===== src/shared/gsl_pkg.sv =====
// constants, types and register map of the global shutdown, low-power
// and interrupt logic; assumes one 250 MHz clock and an Avalon-MM host
// Operation
// RL1: any global shutdown turns all regulators off and resets most registers
// RL2: reset pin held low externally for debounce time raises shutdown
// RL3: writing the soft reset bit raises a software-reset shutdown
// RL4: battery undervoltage triggers global shutdown
// RL5: low-battery indication triggers shutdown only with its enable bit set
// RL6: overvoltage on battery or buck analog supply triggers shutdown
// RL7: thermal overload triggers global shutdown
// RL8: wake key held low past selected manual reset time triggers shutdown
// RL9: shutdown cause log records each cause and survives global shutdown
// RL10: real-time clock keeps running through any global shutdown
// RL11: power-up after shutdown only with battery and temperature valid
// RL12: three fault events power down in sequence, then wake automatically
// RL13: five events power down in sequence and stay off until a wakeup; code has four (manual reset, shutdown pin, power-off bit, soft reset)
// RL14: soft reset with wake select zero ends off awaiting a wakeup
// RL15: five hazardous events shut down at once and reset all registers; code keeps the cause log
// RL16: each regulator and oscillator power mode set singly or globally
// RL17: power mode 0b01 means low power while the low-power line is high
// RL18: while reset output is asserted the sleep request is forced low
// RL19: without reset output and mask clear, sleep input drives sleep request
// RL20: top interrupt register has eight bits set by sub-block flags
// RL21: reading the top interrupt register clears it
// RL22: setting the global mask releases the interrupt pin
// RL23: events under global mask are still latched
// RL24: clearing global mask with pending flags drives interrupt low again
// RL25: per-event masks gate only the interrupt pin, never the flags
// RL26: shutdown caused by the reset pin ends with automatic wakeup
// RL27: low-power line is OR of global bit, pin alternate input, sleep
// RL28: immediate shutdown wins over the sequenced categories
package gsl_pkg;
    localparam int NUM_PERIPH = 14; // 4 buck, 9 ldo, oscillator

    localparam logic [4:0] CTRL_OFS   = 5'h00;
    localparam logic [4:0] IRQCFG_OFS = 5'h04;
    localparam logic [4:0] TOPIRQ_OFS = 5'h08;
    localparam logic [4:0] CAUSE_OFS  = 5'h0c;
    localparam logic [4:0] STAT_OFS   = 5'h10;
    localparam logic [4:0] PMODE_OFS  = 5'h14;

    localparam int SFTRST_BIT = 0;
    localparam int PWROFF_BIT = 1;
    localparam int SRWAKE_BIT = 2;
    localparam int LBSHDN_BIT = 3;
    localparam int MANUAL_RESET_EN_BIT   = 4;
    localparam int MRT_LSB    = 5;
    localparam int GLPM_BIT   = 8;
    localparam int GPSEL_BIT  = 9;
    localparam int SLPMSK_BIT = 10;
    localparam int GMASK_BIT  = 0;
    localparam int EVMASK_LSB = 8;

    localparam logic [10:0] CTRL_RST   = 11'h000;
    localparam logic [8:0]  IRQCFG_RST = 9'h001;
    localparam logic [27:0] PMODE_RST  = 28'h0000000;
    localparam logic [1:0]  PM_LOWPWR  = 2'h1;

    // time figures and cycle counts at 4 ns
    localparam int CLK_NS        = 4;
    localparam int DEBOUNCE_NS   = 30000;
    localparam int DEBOUNCE_CYC  = (DEBOUNCE_NS + CLK_NS - 1) / CLK_NS;
    localparam int TICK_NS       = 1000000;
    localparam int TICK_CYC      = TICK_NS / CLK_NS;
    localparam logic [17:0] MR_BASE_TICKS = 18'h003e8; // 1000 ticks of 1 ms

    // cause log bit positions
    localparam int C_RSI = 0, C_SFT = 1, C_UV = 2, C_LOWB = 3, C_OVB = 4;
    localparam int C_OVA = 5, C_THERM = 6, C_MR = 7, C_WDT = 8;
    localparam int C_SHUTDOWN_PIN = 9, C_PWROFF = 10;

    typedef enum logic [2:0] {
        ST_OFF  = 3'b000,
        ST_UP   = 3'b001,
        ST_ON   = 3'b011,
        ST_SEQ  = 3'b010,
        ST_SHUTDOWN_PIN = 3'b110
    } gsl_state_e;

    typedef struct packed {
        logic battUv;
        logic lowBatt;
        logic ovBatt;
        logic ovAvsd;
        logic thermal;
        logic watchdog;
        logic shutdownPin;
    } gsl_faults_s;
endpackage


===== src/rtl/gsl_global_logic.sv =====
// global shutdown sequencing, global low-power line and top interrupt
// assumes power sequencer handshakes on sys_clk; pins are asynchronous
`timescale 1ns/10ps
module gsl_global_logic #(
    parameter int DEBOUNCE_CYCLES = gsl_pkg::DEBOUNCE_CYC,
    parameter int TICK_CYCLES     = gsl_pkg::TICK_CYC
) (
    // clock and reset
    input  wire logic                 sys_clk,
    input  wire logic                 rst_n,
    // avalon-mm slave
    input  wire logic [4:0]           address,
    input  wire logic                 read,
    input  wire logic                 write,
    input  wire logic [31:0]          writedata,
    output logic [31:0]               readdata,
    output logic                      waitrequest,
    // fault and monitor pins
    input  wire gsl_pkg::gsl_faults_s faultsAsync,
    input  wire logic                 battValidAsync,
    input  wire logic                 tempValidAsync,
    // bidirectional reset pin
    input  wire logic                 bidirResetPinIn,
    output logic                      bidirResetPinOut,
    output logic                      bidirResetPinOe,
    // wake, sleep and general pin
    input  wire logic                 wakeKeyInputAsync,
    input  wire logic                 rtcAlarmWake,
    input  wire logic                 sleepInputAsync,
    input  wire logic                 firstGpPinAsync,
    // power sequencer handshake
    output logic                      regulatorsEn,
    output logic                      seqDownReq,
    input  wire logic                 seqDownDone,
    output logic                      powerUpReq,
    input  wire logic                 powerUpDone,
    output logic                      gsdRegReset,
    // low-power control
    output logic                      lowpowerLine,
    output logic [13:0]               periphLowPower,
    // interrupts
    input  wire logic [7:0]           subBlockFlags,
    output logic                      irqOutN,
    output logic                      irqOutOe
);
    import gsl_pkg::*;

    // two-flop synchronisers for all pin inputs
    logic [11:0] syncA_reg;
    logic [11:0] syncB_reg;
    logic [11:0] pinRaw;
    assign pinRaw = {faultsAsync, battValidAsync, tempValidAsync,
                     bidirResetPinIn, wakeKeyInputAsync,
                     firstGpPinAsync};

    always_ff @(posedge sys_clk or negedge rst_n)
    begin
        if (!rst_n)
        begin
            syncA_reg <= 12'h006;
            syncB_reg <= 12'h006;
        end
        else
        begin
            syncA_reg <= pinRaw;
            syncB_reg <= syncA_reg;
        end
    end

    gsl_faults_s faults;
    logic battValid, tempValid, rstPin, wakeKey, gpPin, sleepIn;
    logic sleepA_reg, sleepB_reg;
    assign faults    = gsl_faults_s'(syncB_reg[11:5]);
    assign battValid = syncB_reg[4];
    assign tempValid = syncB_reg[3];
    assign rstPin    = syncB_reg[2];
    assign wakeKey   = syncB_reg[1];
    assign gpPin     = syncB_reg[0];
    assign sleepIn   = sleepB_reg;

    always_ff @(posedge sys_clk or negedge rst_n)
    begin
        if (!rst_n)
        begin
            sleepA_reg <= 1'b0;
            sleepB_reg <= 1'b0;
        end
        else
        begin
            sleepA_reg <= sleepInputAsync;
            sleepB_reg <= sleepA_reg;
        end
    end

    // registers
    gsl_state_e  state_reg;
    logic [10:0] ctrl_reg;
    logic [8:0]  irqCfg_reg;
    logic [7:0]  topIrq_reg;
    logic [10:0] cause_reg;
    logic [27:0] pmode_reg;
    logic        ack_reg;
    logic        autoWake_reg;
    logic        gsdRst;
    logic        wrAcc, rdAcc;
    logic        resetOutAssert;

    assign gsdRst = (state_reg == ST_SHUTDOWN_PIN);
    assign resetOutAssert = (state_reg != ST_ON);

    // bus slave: one wait cycle, then accept
    assign waitrequest = (read | write) & ~ack_reg;
    assign wrAcc = write & ack_reg;
    assign rdAcc = read & ack_reg;

    always_ff @(posedge sys_clk or negedge rst_n)
    begin
        if (!rst_n)
            ack_reg <= 1'b0;
        else
            ack_reg <= (read | write) & ~ack_reg;
    end

    always_ff @(posedge sys_clk or negedge rst_n)
    begin
        if (!rst_n)
            readdata <= 32'h00000000;
        else if (read & ~ack_reg)
        begin
            case (address)
                CTRL_OFS:   readdata <= {21'h000000, ctrl_reg};
                IRQCFG_OFS: readdata <= {16'h0000, irqCfg_reg[8:1],
                                         7'h00, irqCfg_reg[0]};
                TOPIRQ_OFS: readdata <= {24'h000000, topIrq_reg};
                CAUSE_OFS:  readdata <= {21'h000000, cause_reg};
                STAT_OFS:   readdata <= {24'h000000, battValid, tempValid,
                                         resetOutAssert, lowpowerLine,
                                         autoWake_reg, state_reg};
                PMODE_OFS:  readdata <= {4'h0, pmode_reg};
                default:    readdata <= 32'h00000000;
            endcase
        end
    end

    // control register; soft reset bit self-clears
    always_ff @(posedge sys_clk or negedge rst_n)
    begin
        if (!rst_n)
            ctrl_reg <= CTRL_RST;
        else if (gsdRst)
            ctrl_reg <= CTRL_RST; // see RL1
        else if (wrAcc && address == CTRL_OFS)
            ctrl_reg <= writedata[10:0];
        else
        begin
            ctrl_reg[SFTRST_BIT] <= 1'b0;
            ctrl_reg[PWROFF_BIT] <= 1'b0;
        end
    end

    always_ff @(posedge sys_clk or negedge rst_n)
    begin
        if (!rst_n)
            irqCfg_reg <= IRQCFG_RST;
        else if (gsdRst)
            irqCfg_reg <= IRQCFG_RST; // see RL1
        else if (wrAcc && address == IRQCFG_OFS)
            irqCfg_reg <= {writedata[15:8], writedata[0]};
    end

    always_ff @(posedge sys_clk or negedge rst_n)
    begin
        if (!rst_n)
            pmode_reg <= PMODE_RST;
        else if (gsdRst)
            pmode_reg <= PMODE_RST; // see RL1
        else if (wrAcc && address == PMODE_OFS)
            pmode_reg <= writedata[27:0]; // see RL16
    end

    // debounce of external low on reset pin
    logic        rsiDetect;
    logic [15:0] dbCnt_reg;
    logic        rsiEvent;
    assign rsiDetect = ~rstPin & ~resetOutAssert;
    assign rsiEvent  = (dbCnt_reg == 16'(DEBOUNCE_CYCLES)); // see RL2

    always_ff @(posedge sys_clk or negedge rst_n)
    begin
        if (!rst_n)
            dbCnt_reg <= 16'h0000;
        else if (!rsiDetect)
            dbCnt_reg <= 16'h0000;
        else if (!rsiEvent)
            dbCnt_reg <= dbCnt_reg + 16'h0001; // see RL2
    end

    // manual reset: millisecond ticks while wake key low
    logic [17:0] tickCnt_reg;
    logic [17:0] mrCnt_reg;
    logic [17:0] mrLimit;
    logic        tick, mrEvent;
    assign tick    = (tickCnt_reg == 18'(TICK_CYCLES - 1));
    assign mrLimit = MR_BASE_TICKS << ctrl_reg[MRT_LSB +: 3];
    assign mrEvent = ctrl_reg[MANUAL_RESET_EN_BIT] & (mrCnt_reg >= mrLimit); // see RL8

    always_ff @(posedge sys_clk or negedge rst_n)
    begin
        if (!rst_n)
            tickCnt_reg <= 18'h00000;
        else if (tick || wakeKey)
            tickCnt_reg <= 18'h00000;
        else
            tickCnt_reg <= tickCnt_reg + 18'h00001;
    end

    always_ff @(posedge sys_clk or negedge rst_n)
    begin
        if (!rst_n)
            mrCnt_reg <= 18'h00000;
        else if (wakeKey)
            mrCnt_reg <= 18'h00000;
        else if (tick && !mrEvent)
            mrCnt_reg <= mrCnt_reg + 18'h00001; // see RL8
    end

    // shutdown sources sorted by category
    logic [10:0] causeNow;
    logic        immEvt, autoEvt, offEvt, sftRst;
    assign sftRst = ctrl_reg[SFTRST_BIT]; // see RL3
    always_comb
    begin
        causeNow           = 11'h000;
        causeNow[C_RSI]    = rsiEvent;
        causeNow[C_SFT]    = sftRst;
        causeNow[C_UV]     = faults.battUv; // see RL4
        causeNow[C_LOWB]   = faults.lowBatt & ctrl_reg[LBSHDN_BIT]; // see RL5
        causeNow[C_OVB]    = faults.ovBatt; // see RL6
        causeNow[C_OVA]    = faults.ovAvsd; // see RL6
        causeNow[C_THERM]  = faults.thermal; // see RL7
        causeNow[C_MR]     = mrEvent;
        causeNow[C_WDT]    = faults.watchdog;
        causeNow[C_SHUTDOWN_PIN]   = faults.shutdownPin;
        causeNow[C_PWROFF] = ctrl_reg[PWROFF_BIT];
    end
    // see RL15
    assign immEvt  = causeNow[C_UV] | causeNow[C_OVB] | causeNow[C_OVA]
                   | causeNow[C_THERM] | causeNow[C_LOWB];
    // see RL12
    assign autoEvt = causeNow[C_RSI] | causeNow[C_WDT]
                   | (sftRst & ctrl_reg[SRWAKE_BIT]);
    // see RL13
    assign offEvt  = causeNow[C_MR] | causeNow[C_SHUTDOWN_PIN] | causeNow[C_PWROFF]
                   | (sftRst & ~ctrl_reg[SRWAKE_BIT]); // see RL14

    logic live, takeImm, takeSeq;
    assign live    = (state_reg != ST_OFF) && (state_reg != ST_SHUTDOWN_PIN);
    assign takeImm = live & immEvt; // see RL28
    assign takeSeq = (state_reg == ST_ON) & ~immEvt & (autoEvt | offEvt);

    // nonvolatile cause log, write one to clear, reset by rst_n but not by global shutdown
    always_ff @(posedge sys_clk or negedge rst_n)
    begin
        if (!rst_n)
            cause_reg <= 11'h000;
        else if (takeImm || takeSeq)
            cause_reg <= cause_reg | causeNow; // see RL9
        else if (wrAcc && address == CAUSE_OFS)
            cause_reg <= cause_reg & ~writedata[10:0];
    end

    // global shutdown state machine
    always_ff @(posedge sys_clk or negedge rst_n)
    begin
        if (!rst_n)
            autoWake_reg <= 1'b0;
        else if (takeImm)
            autoWake_reg <= 1'b0;
        else if (takeSeq)
            autoWake_reg <= autoEvt; // see RL26
        else if (state_reg == ST_UP)
            autoWake_reg <= 1'b0;
    end

    logic pwrOk;
    assign pwrOk = battValid & tempValid; // see RL11

    always_ff @(posedge sys_clk or negedge rst_n)
    begin
        if (!rst_n)
            state_reg <= ST_OFF;
        else if (takeImm)
            state_reg <= ST_SHUTDOWN_PIN; // see RL15
        else
        begin
            case (state_reg)
                ST_OFF:
                    if (pwrOk && (!wakeKey || rtcAlarmWake))
                        state_reg <= ST_UP; // see RL13, RL10
                ST_UP:
                    if (powerUpDone)
                        state_reg <= ST_ON;
                ST_ON:
                    if (takeSeq)
                        state_reg <= ST_SEQ;
                ST_SEQ:
                    if (seqDownDone)
                        state_reg <= ST_SHUTDOWN_PIN;
                ST_SHUTDOWN_PIN:
                    if (autoWake_reg && pwrOk)
                        state_reg <= ST_UP; // see RL12
                    else
                        state_reg <= ST_OFF; // see RL14
                default:
                    state_reg <= ST_OFF;
            endcase
        end
    end

    // sequencer outputs
    always_ff @(posedge sys_clk or negedge rst_n)
    begin
        if (!rst_n)
        begin
            regulatorsEn <= 1'b0;
            seqDownReq   <= 1'b0;
            powerUpReq   <= 1'b0;
            gsdRegReset  <= 1'b0;
        end
        else
        begin
            regulatorsEn <= (state_reg == ST_ON) & ~takeImm
                          | (state_reg == ST_SEQ) & ~takeImm; // see RL1
            seqDownReq   <= (state_reg == ST_SEQ) & ~takeImm;
            powerUpReq   <= (state_reg == ST_UP) & ~takeImm;
            gsdRegReset  <= gsdRst; // see RL1
        end
    end

    // reset pin driven low while the reset output is asserted
    always_ff @(posedge sys_clk or negedge rst_n)
    begin
        if (!rst_n)
            bidirResetPinOe <= 1'b1;
        else
            bidirResetPinOe <= resetOutAssert;
    end
    assign bidirResetPinOut = 1'b0;

    // global low-power line
    logic sleepReq;
    logic lplNext;
    assign sleepReq = ~resetOutAssert & ~ctrl_reg[SLPMSK_BIT]
                    & sleepIn; // see RL18 // see RL19
    assign lplNext  = ctrl_reg[GLPM_BIT] | (ctrl_reg[GPSEL_BIT] & gpPin)
                    | sleepReq; // see RL27

    always_ff @(posedge sys_clk or negedge rst_n)
    begin
        if (!rst_n)
            lowpowerLine <= 1'b0;
        else
            lowpowerLine <= lplNext;
    end

    wire [13:0] lpWant;
    genvar gi;
    generate
        for (gi = 0; gi < NUM_PERIPH; gi++)
        begin : g_lp
            assign lpWant[gi] = (pmode_reg[2*gi +: 2] == PM_LOWPWR)
                              & lplNext; // see RL17
        end
    endgenerate
    always_ff @(posedge sys_clk or negedge rst_n)
    begin
        if (!rst_n)
            periphLowPower <= 14'h0000;
        else
            periphLowPower <= lpWant;
    end

    // top interrupt flags: rising sub-block flag sets, read clears
    logic [7:0] subPrev_reg;
    logic [7:0] subRise;
    assign subRise = subBlockFlags & ~subPrev_reg;

    always_ff @(posedge sys_clk or negedge rst_n)
    begin
        if (!rst_n)
            subPrev_reg <= 8'h00;
        else
            subPrev_reg <= subBlockFlags;
    end

    always_ff @(posedge sys_clk or negedge rst_n)
    begin
        if (!rst_n)
            topIrq_reg <= 8'h00;
        else if (gsdRst)
            topIrq_reg <= 8'h00;
        else if (rdAcc && address == TOPIRQ_OFS)
            topIrq_reg <= subRise; // see RL21 // see RL20
        else
            topIrq_reg <= topIrq_reg | subRise; // see RL23
    end

    // open-drain interrupt pin
    logic irqPend;
    assign irqPend = |(topIrq_reg & ~irqCfg_reg[8:1]); // see RL25

    always_ff @(posedge sys_clk or negedge rst_n)
    begin
        if (!rst_n)
            irqOutOe <= 1'b0;
        else
            irqOutOe <= irqPend & ~irqCfg_reg[GMASK_BIT]; // see RL22 // see RL24
    end
    assign irqOutN = 1'b0;

endmodule // gsl_global_logic


===== config.mk =====
export PLATFORM = sky130hd
export DESIGN_NAME = gsl_global_logic
export DESIGN_NICKNAME = d
export VERILOG_FILES = /design/src/shared/gsl_pkg.sv /design/src/rtl/gsl_global_logic.sv
export SDC_FILE = /design/constraint.sdc
export NUM_CORES = 1
export LEC_CHECK = 0
export BUFFER_PORTS_ARGS = -buffer_cell sky130_fd_sc_hd__buf_2
export CORE_MARGIN = 10
export CORE_UTILIZATION = 59
export DETAILED_ROUTE_END_ITERATION = 12
export GPL_ROUTABILITY_DRIVEN = 0
export GPL_TIMING_DRIVEN = 0
export PLACE_DENSITY = 0.81
export SLEW_MARGIN = 20
export SYNTH_ARGS = -nofsm -noshare
export SYNTH_HDL_FRONTEND = slang
export SYNTH_SLANG_ARGS = --single-unit

===== constraint.sdc =====
create_clock -name sys_clk -period 5.9 [get_ports sys_clk]
set_input_delay 1.77 -clock sys_clk [delete_from_list [all_inputs] [get_ports sys_clk]]
set_output_delay 1.77 -clock sys_clk [all_outputs]
set_load 0.01 [all_outputs]

==> metrics list <==
- Placeable core area: 15,260 um^2
- Dpl cells: 1,257
* Max-slew violations: 0
- Power Total: 3.300 mW
* Cell count after synthesis: 929
- CTS built an H-tree with a depth of 1.
* Sw Ratio: 0.2775
- Family of cells with the greatest summed delay on the critical path: buffers and inverters
* Top fanout value on the critical path: 6
- Power share of the sequential group: 0.482
- The die covers 21,040 um^2.
* Via count of the first global-routing pass: 7,609
- Timing would allow up to 249.6 MHz.
* Result of the run: finished clean
- In this run the power density over the cells is 305.6 nW/um^2.
- Number of CTS-inserted buffers: 22
* Cell Chain, Critical Path: buf_2 > nor2_1 > nor2_1 > buf_2
- Hold is met by 336.8 ps.
- Critical path start-end classification: in2out
- Post-detailed-route wirelength per cell: 18.34 um
- Number of buffer cells added on primary ports: 110
- Across every metal layer, demand over resource in global routing totals 0.2202.
- In this run, post-CTS hold repair placed 0 buffers.
- In this run the most critical hold path is launched from syncA_reg[9].
- The detailed router finished its first iteration with 858 violations.
- The Yosys step of the flow raised 0 warnings.
- Share of the yosys chip area belonging to registers: 0.5624
* Min Clock Period, post-route: 4006 ps
* Distinct cell type count of the synthesized netlist: 60
- By area, the combinational part of the netlist is dominated by simple AND/OR/NAND/NOR gates.
* Number of nets at the end of the flow: 1,154
- In the routed design, unresolved DRC markers number 0.
- At the pin with the least slew margin, the transition time is 869.2 ps.
- For this run, the number of standard cells in the final layout without fillers is 1,295.
- CTS-repair resized insts: 0
* DR vias: 7,614
- CTS tree: yes
- Net switching power figure: 915.8 uW
- In the final layout, the multi-input gates occupy 3752 um^2.
- Setup violations remaining at the end of the flow were counted as 0.
- Data arrival time of the critical path: 2240 ps
- Of the total power, combinational logic draws 0.129.
* Buffers plus inverters on the worst setup path: 2
* Total area of sequential cells: 5187 um^2
- Before antenna repair, the detailed router went through 8 iterations.
* CP peak stage delay: 150 ps
* Number of antenna violations at the first check in global routing: 0
* Number of fillers in the final layout: 1,203
- Flip-flop and latch count after synthesis: 207
- The clock passes through at most 3 buffers.
- Cell area after technology mapping: 9224 um^2
- The synthesized design contains 0 enable-type register cells.
- The share of total power dissipated in the clock network is 0.390.
- The worst hold path passes through 0 cells.
- CTS root buffer: clkbuf_16
- Total clock sinks: 207
- The slowest stage of the critical path is the buf_2 cell.
- Commonest register cell after synthesis: dfrtp_1
- Classification of the worst-slack hold path: reg2reg
- Final instance area: 10,800 um^2
* Reg-to-reg startpoint: ctrl_reg[5]
- Setup repair after global routing missed its margin: no
* Largest vdd supply drop: 259.2 uV
- Adder-Cell Fraction of Synth Area: 0.02577
* Layout area overhead: 17.09%
- For this configuration, the core starts out at a cell density of 0.6045.
- Clock Latency Late Sink: 510 ps
- Max-slew headroom at the worst pin: 0.4170
- The die is 145.0 um wide.
- Leftover overflow at the end of global routing: 0
* FF-to-FF End: mrCnt_reg[14]
* Placed cell areas: 10,120 um^2
- Ports placed on the boundary: 121
- Min-Delay Endpoint: syncB_reg[9]
* Largest net degree at the start of global routing: 89
* Share of the clock period used by the worst path after layout: 0.6789
* Portion of netlist area occupied by mux cells: 0.01668
* CP Launch Type: input pin
* Share of layout cells above drive strength 1: 0.1607
- Wirelength, routed: 23.75 mm
- Counting cells, the worst reg-to-reg path comes to 11.
- The count of endpoints failing hold in the final timing report came to 0.
* FP Rows: 45
- Wire length of the first global-routing pass: 39.02 mm
- Of the total synthesized cell area, the portion taken by AND, OR, NAND and NOR gates is 0.2107.
- Clock transition at the registers of the reported paths: 60 ps
- Leaving out fill and tap cells, the most frequent cell in the layout is dfrtp_1.
- Dividing the detail-routed via count by the number of cells gives 5.880.
- Chip Height: 145.0 um
* Parity-gate share of the synthesized area counting xor and xnor cells: 0.02564
* Setup Total Neg Slack: 0 ps
- Of all cell types, the one taking the most synthesized area is dfrtp_1.
* Cell Int Power: 2.384 mW
- Total setup buffers inserted after CTS: 0
* Mean area per synthesized cell: 9.929 um^2
* Ys async rst share: 1.000
- Top cells by area in the synthesized netlist: dfrtp_1, nand2_1, a21oi_1, nor2_1, ha_1
- Most used cells in the layout excluding fill and tap cells: dfrtp_1, nand2_1, buf_2
* Worst Setup End Kind: primary output
* Post-route ant nets: 0
- Reg2Reg Setup Slack: 2710 ps
- Number of violations of the max-capacitance limit: 0
- The HPWL after detailed placement is 17.13 mm.
* Required arrival time at the worst endpoint: 4130 ps
* Synth Area in Compound Gates: 0.1256
* Worst clock skew: 17.47 ps
* Proportion of netlist area held by the largest area contributor: 0.5453
- Leak: 4.945 nW
[how the worst max path moves through the flow]
| stage | start | endpoint | slack [ps] | cells after the start |
|---|---|---|---|---|
| after global routing | write | waitrequest | 1850 | 4 |
| after detailed placement | write | waitrequest | 1900 | 4 |
| after CTS | write | waitrequest | 1900 | 4 |
| final | write | waitrequest | 1890 | 4 |
| after floorplan | write | waitrequest | 2150 | 2 |
| after global placement | rst_n | gsdRegReset | -280 | 1 |
[power groups by stage]
| stage | Combinational (mW) | Clock, mW | Sequential (mW) |
|---|---|---|---|
| floorplan | 0.256 | 0 | 1.58 |
| global placement | 0.400 | 0 | 1.61 |
| detailed placement | 0.416 | 0 | 1.61 |
| CTS | 0.421 | 1.31 | 1.59 |
| global route | 0.466 | 1.37 | 1.60 |
| finish | 0.424 | 1.29 | 1.59 |
[area by class of cell]
class                      instances  share of cell area
sequential                       207              0.4803
multi-input combinational        656              0.3474
clock buffer                      30             0.05746
timing repair buffer             112             0.05700
tap                              211             0.02444
buffer                            53             0.02178
inverter                          18            0.006256
clock inverter                     7            0.005097
antenna                            1           0.0002317
[cell usage after synthesis (3+ instances only)]
cell type / instances
nand3_1: 36
or4_1: 6
nor3_1: 15
a32o_1: 7
or2_2: 3
nor4_1: 6
o21ai_0: 31
a22oi_1: 14
o21bai_1: 3
dfstp_2: 6
xnor2_1: 11
ha_1: 19
inv_1: 18
a21o_1: 12
a221oi_1: 3
clkbuf_1: 41
and3_1: 9
a222oi_1: 10
a31oi_1: 6
mux2_2: 6
or3_1: 4
and2_1: 5
nand2b_1: 5
and4_1: 4
nand4_1: 10
a211oi_1: 3
nor2_1: 77
nor3b_1: 17
a21oi_1: 81
xor2_1: 16
nor2b_1: 30
nand4b_1: 3
mux2i_1: 3
nand2_1: 168
mux2_1: 5
dfrtp_1: 201
buf_4: 7
[metal layers]
layer	vias to the layer above	part of all wire	GRT usage
met2	334	0.47	0.3503
met3	47	0.087	0.04502
met4	0	0.022	0.05618
met5	-	0	0
li1	3509	-	-
met1	3724	0.42	0.3015
[kinds of logic after synthesis]
group | after synthesis
multiplexers | 14
buffers and inverters | 71
AND/OR/NAND/NOR | 406
other | 1
AO/OA/AOI/OAI | 184
adder cells (fa/ha/maj) | 19
XOR/XNOR | 27
flip-flops | 207
[metrics by stage]
step / util / worst slack, ps
floorplan: - / 2151
global placement: 0.6591 / -282.2
detailed placement: 0.6634 / 1898
CTS: 0.7077 / 1897
global route: 0.7077 / 1851
finish: 0.7078 / 1894
Power figures use the tool's default switching activity.
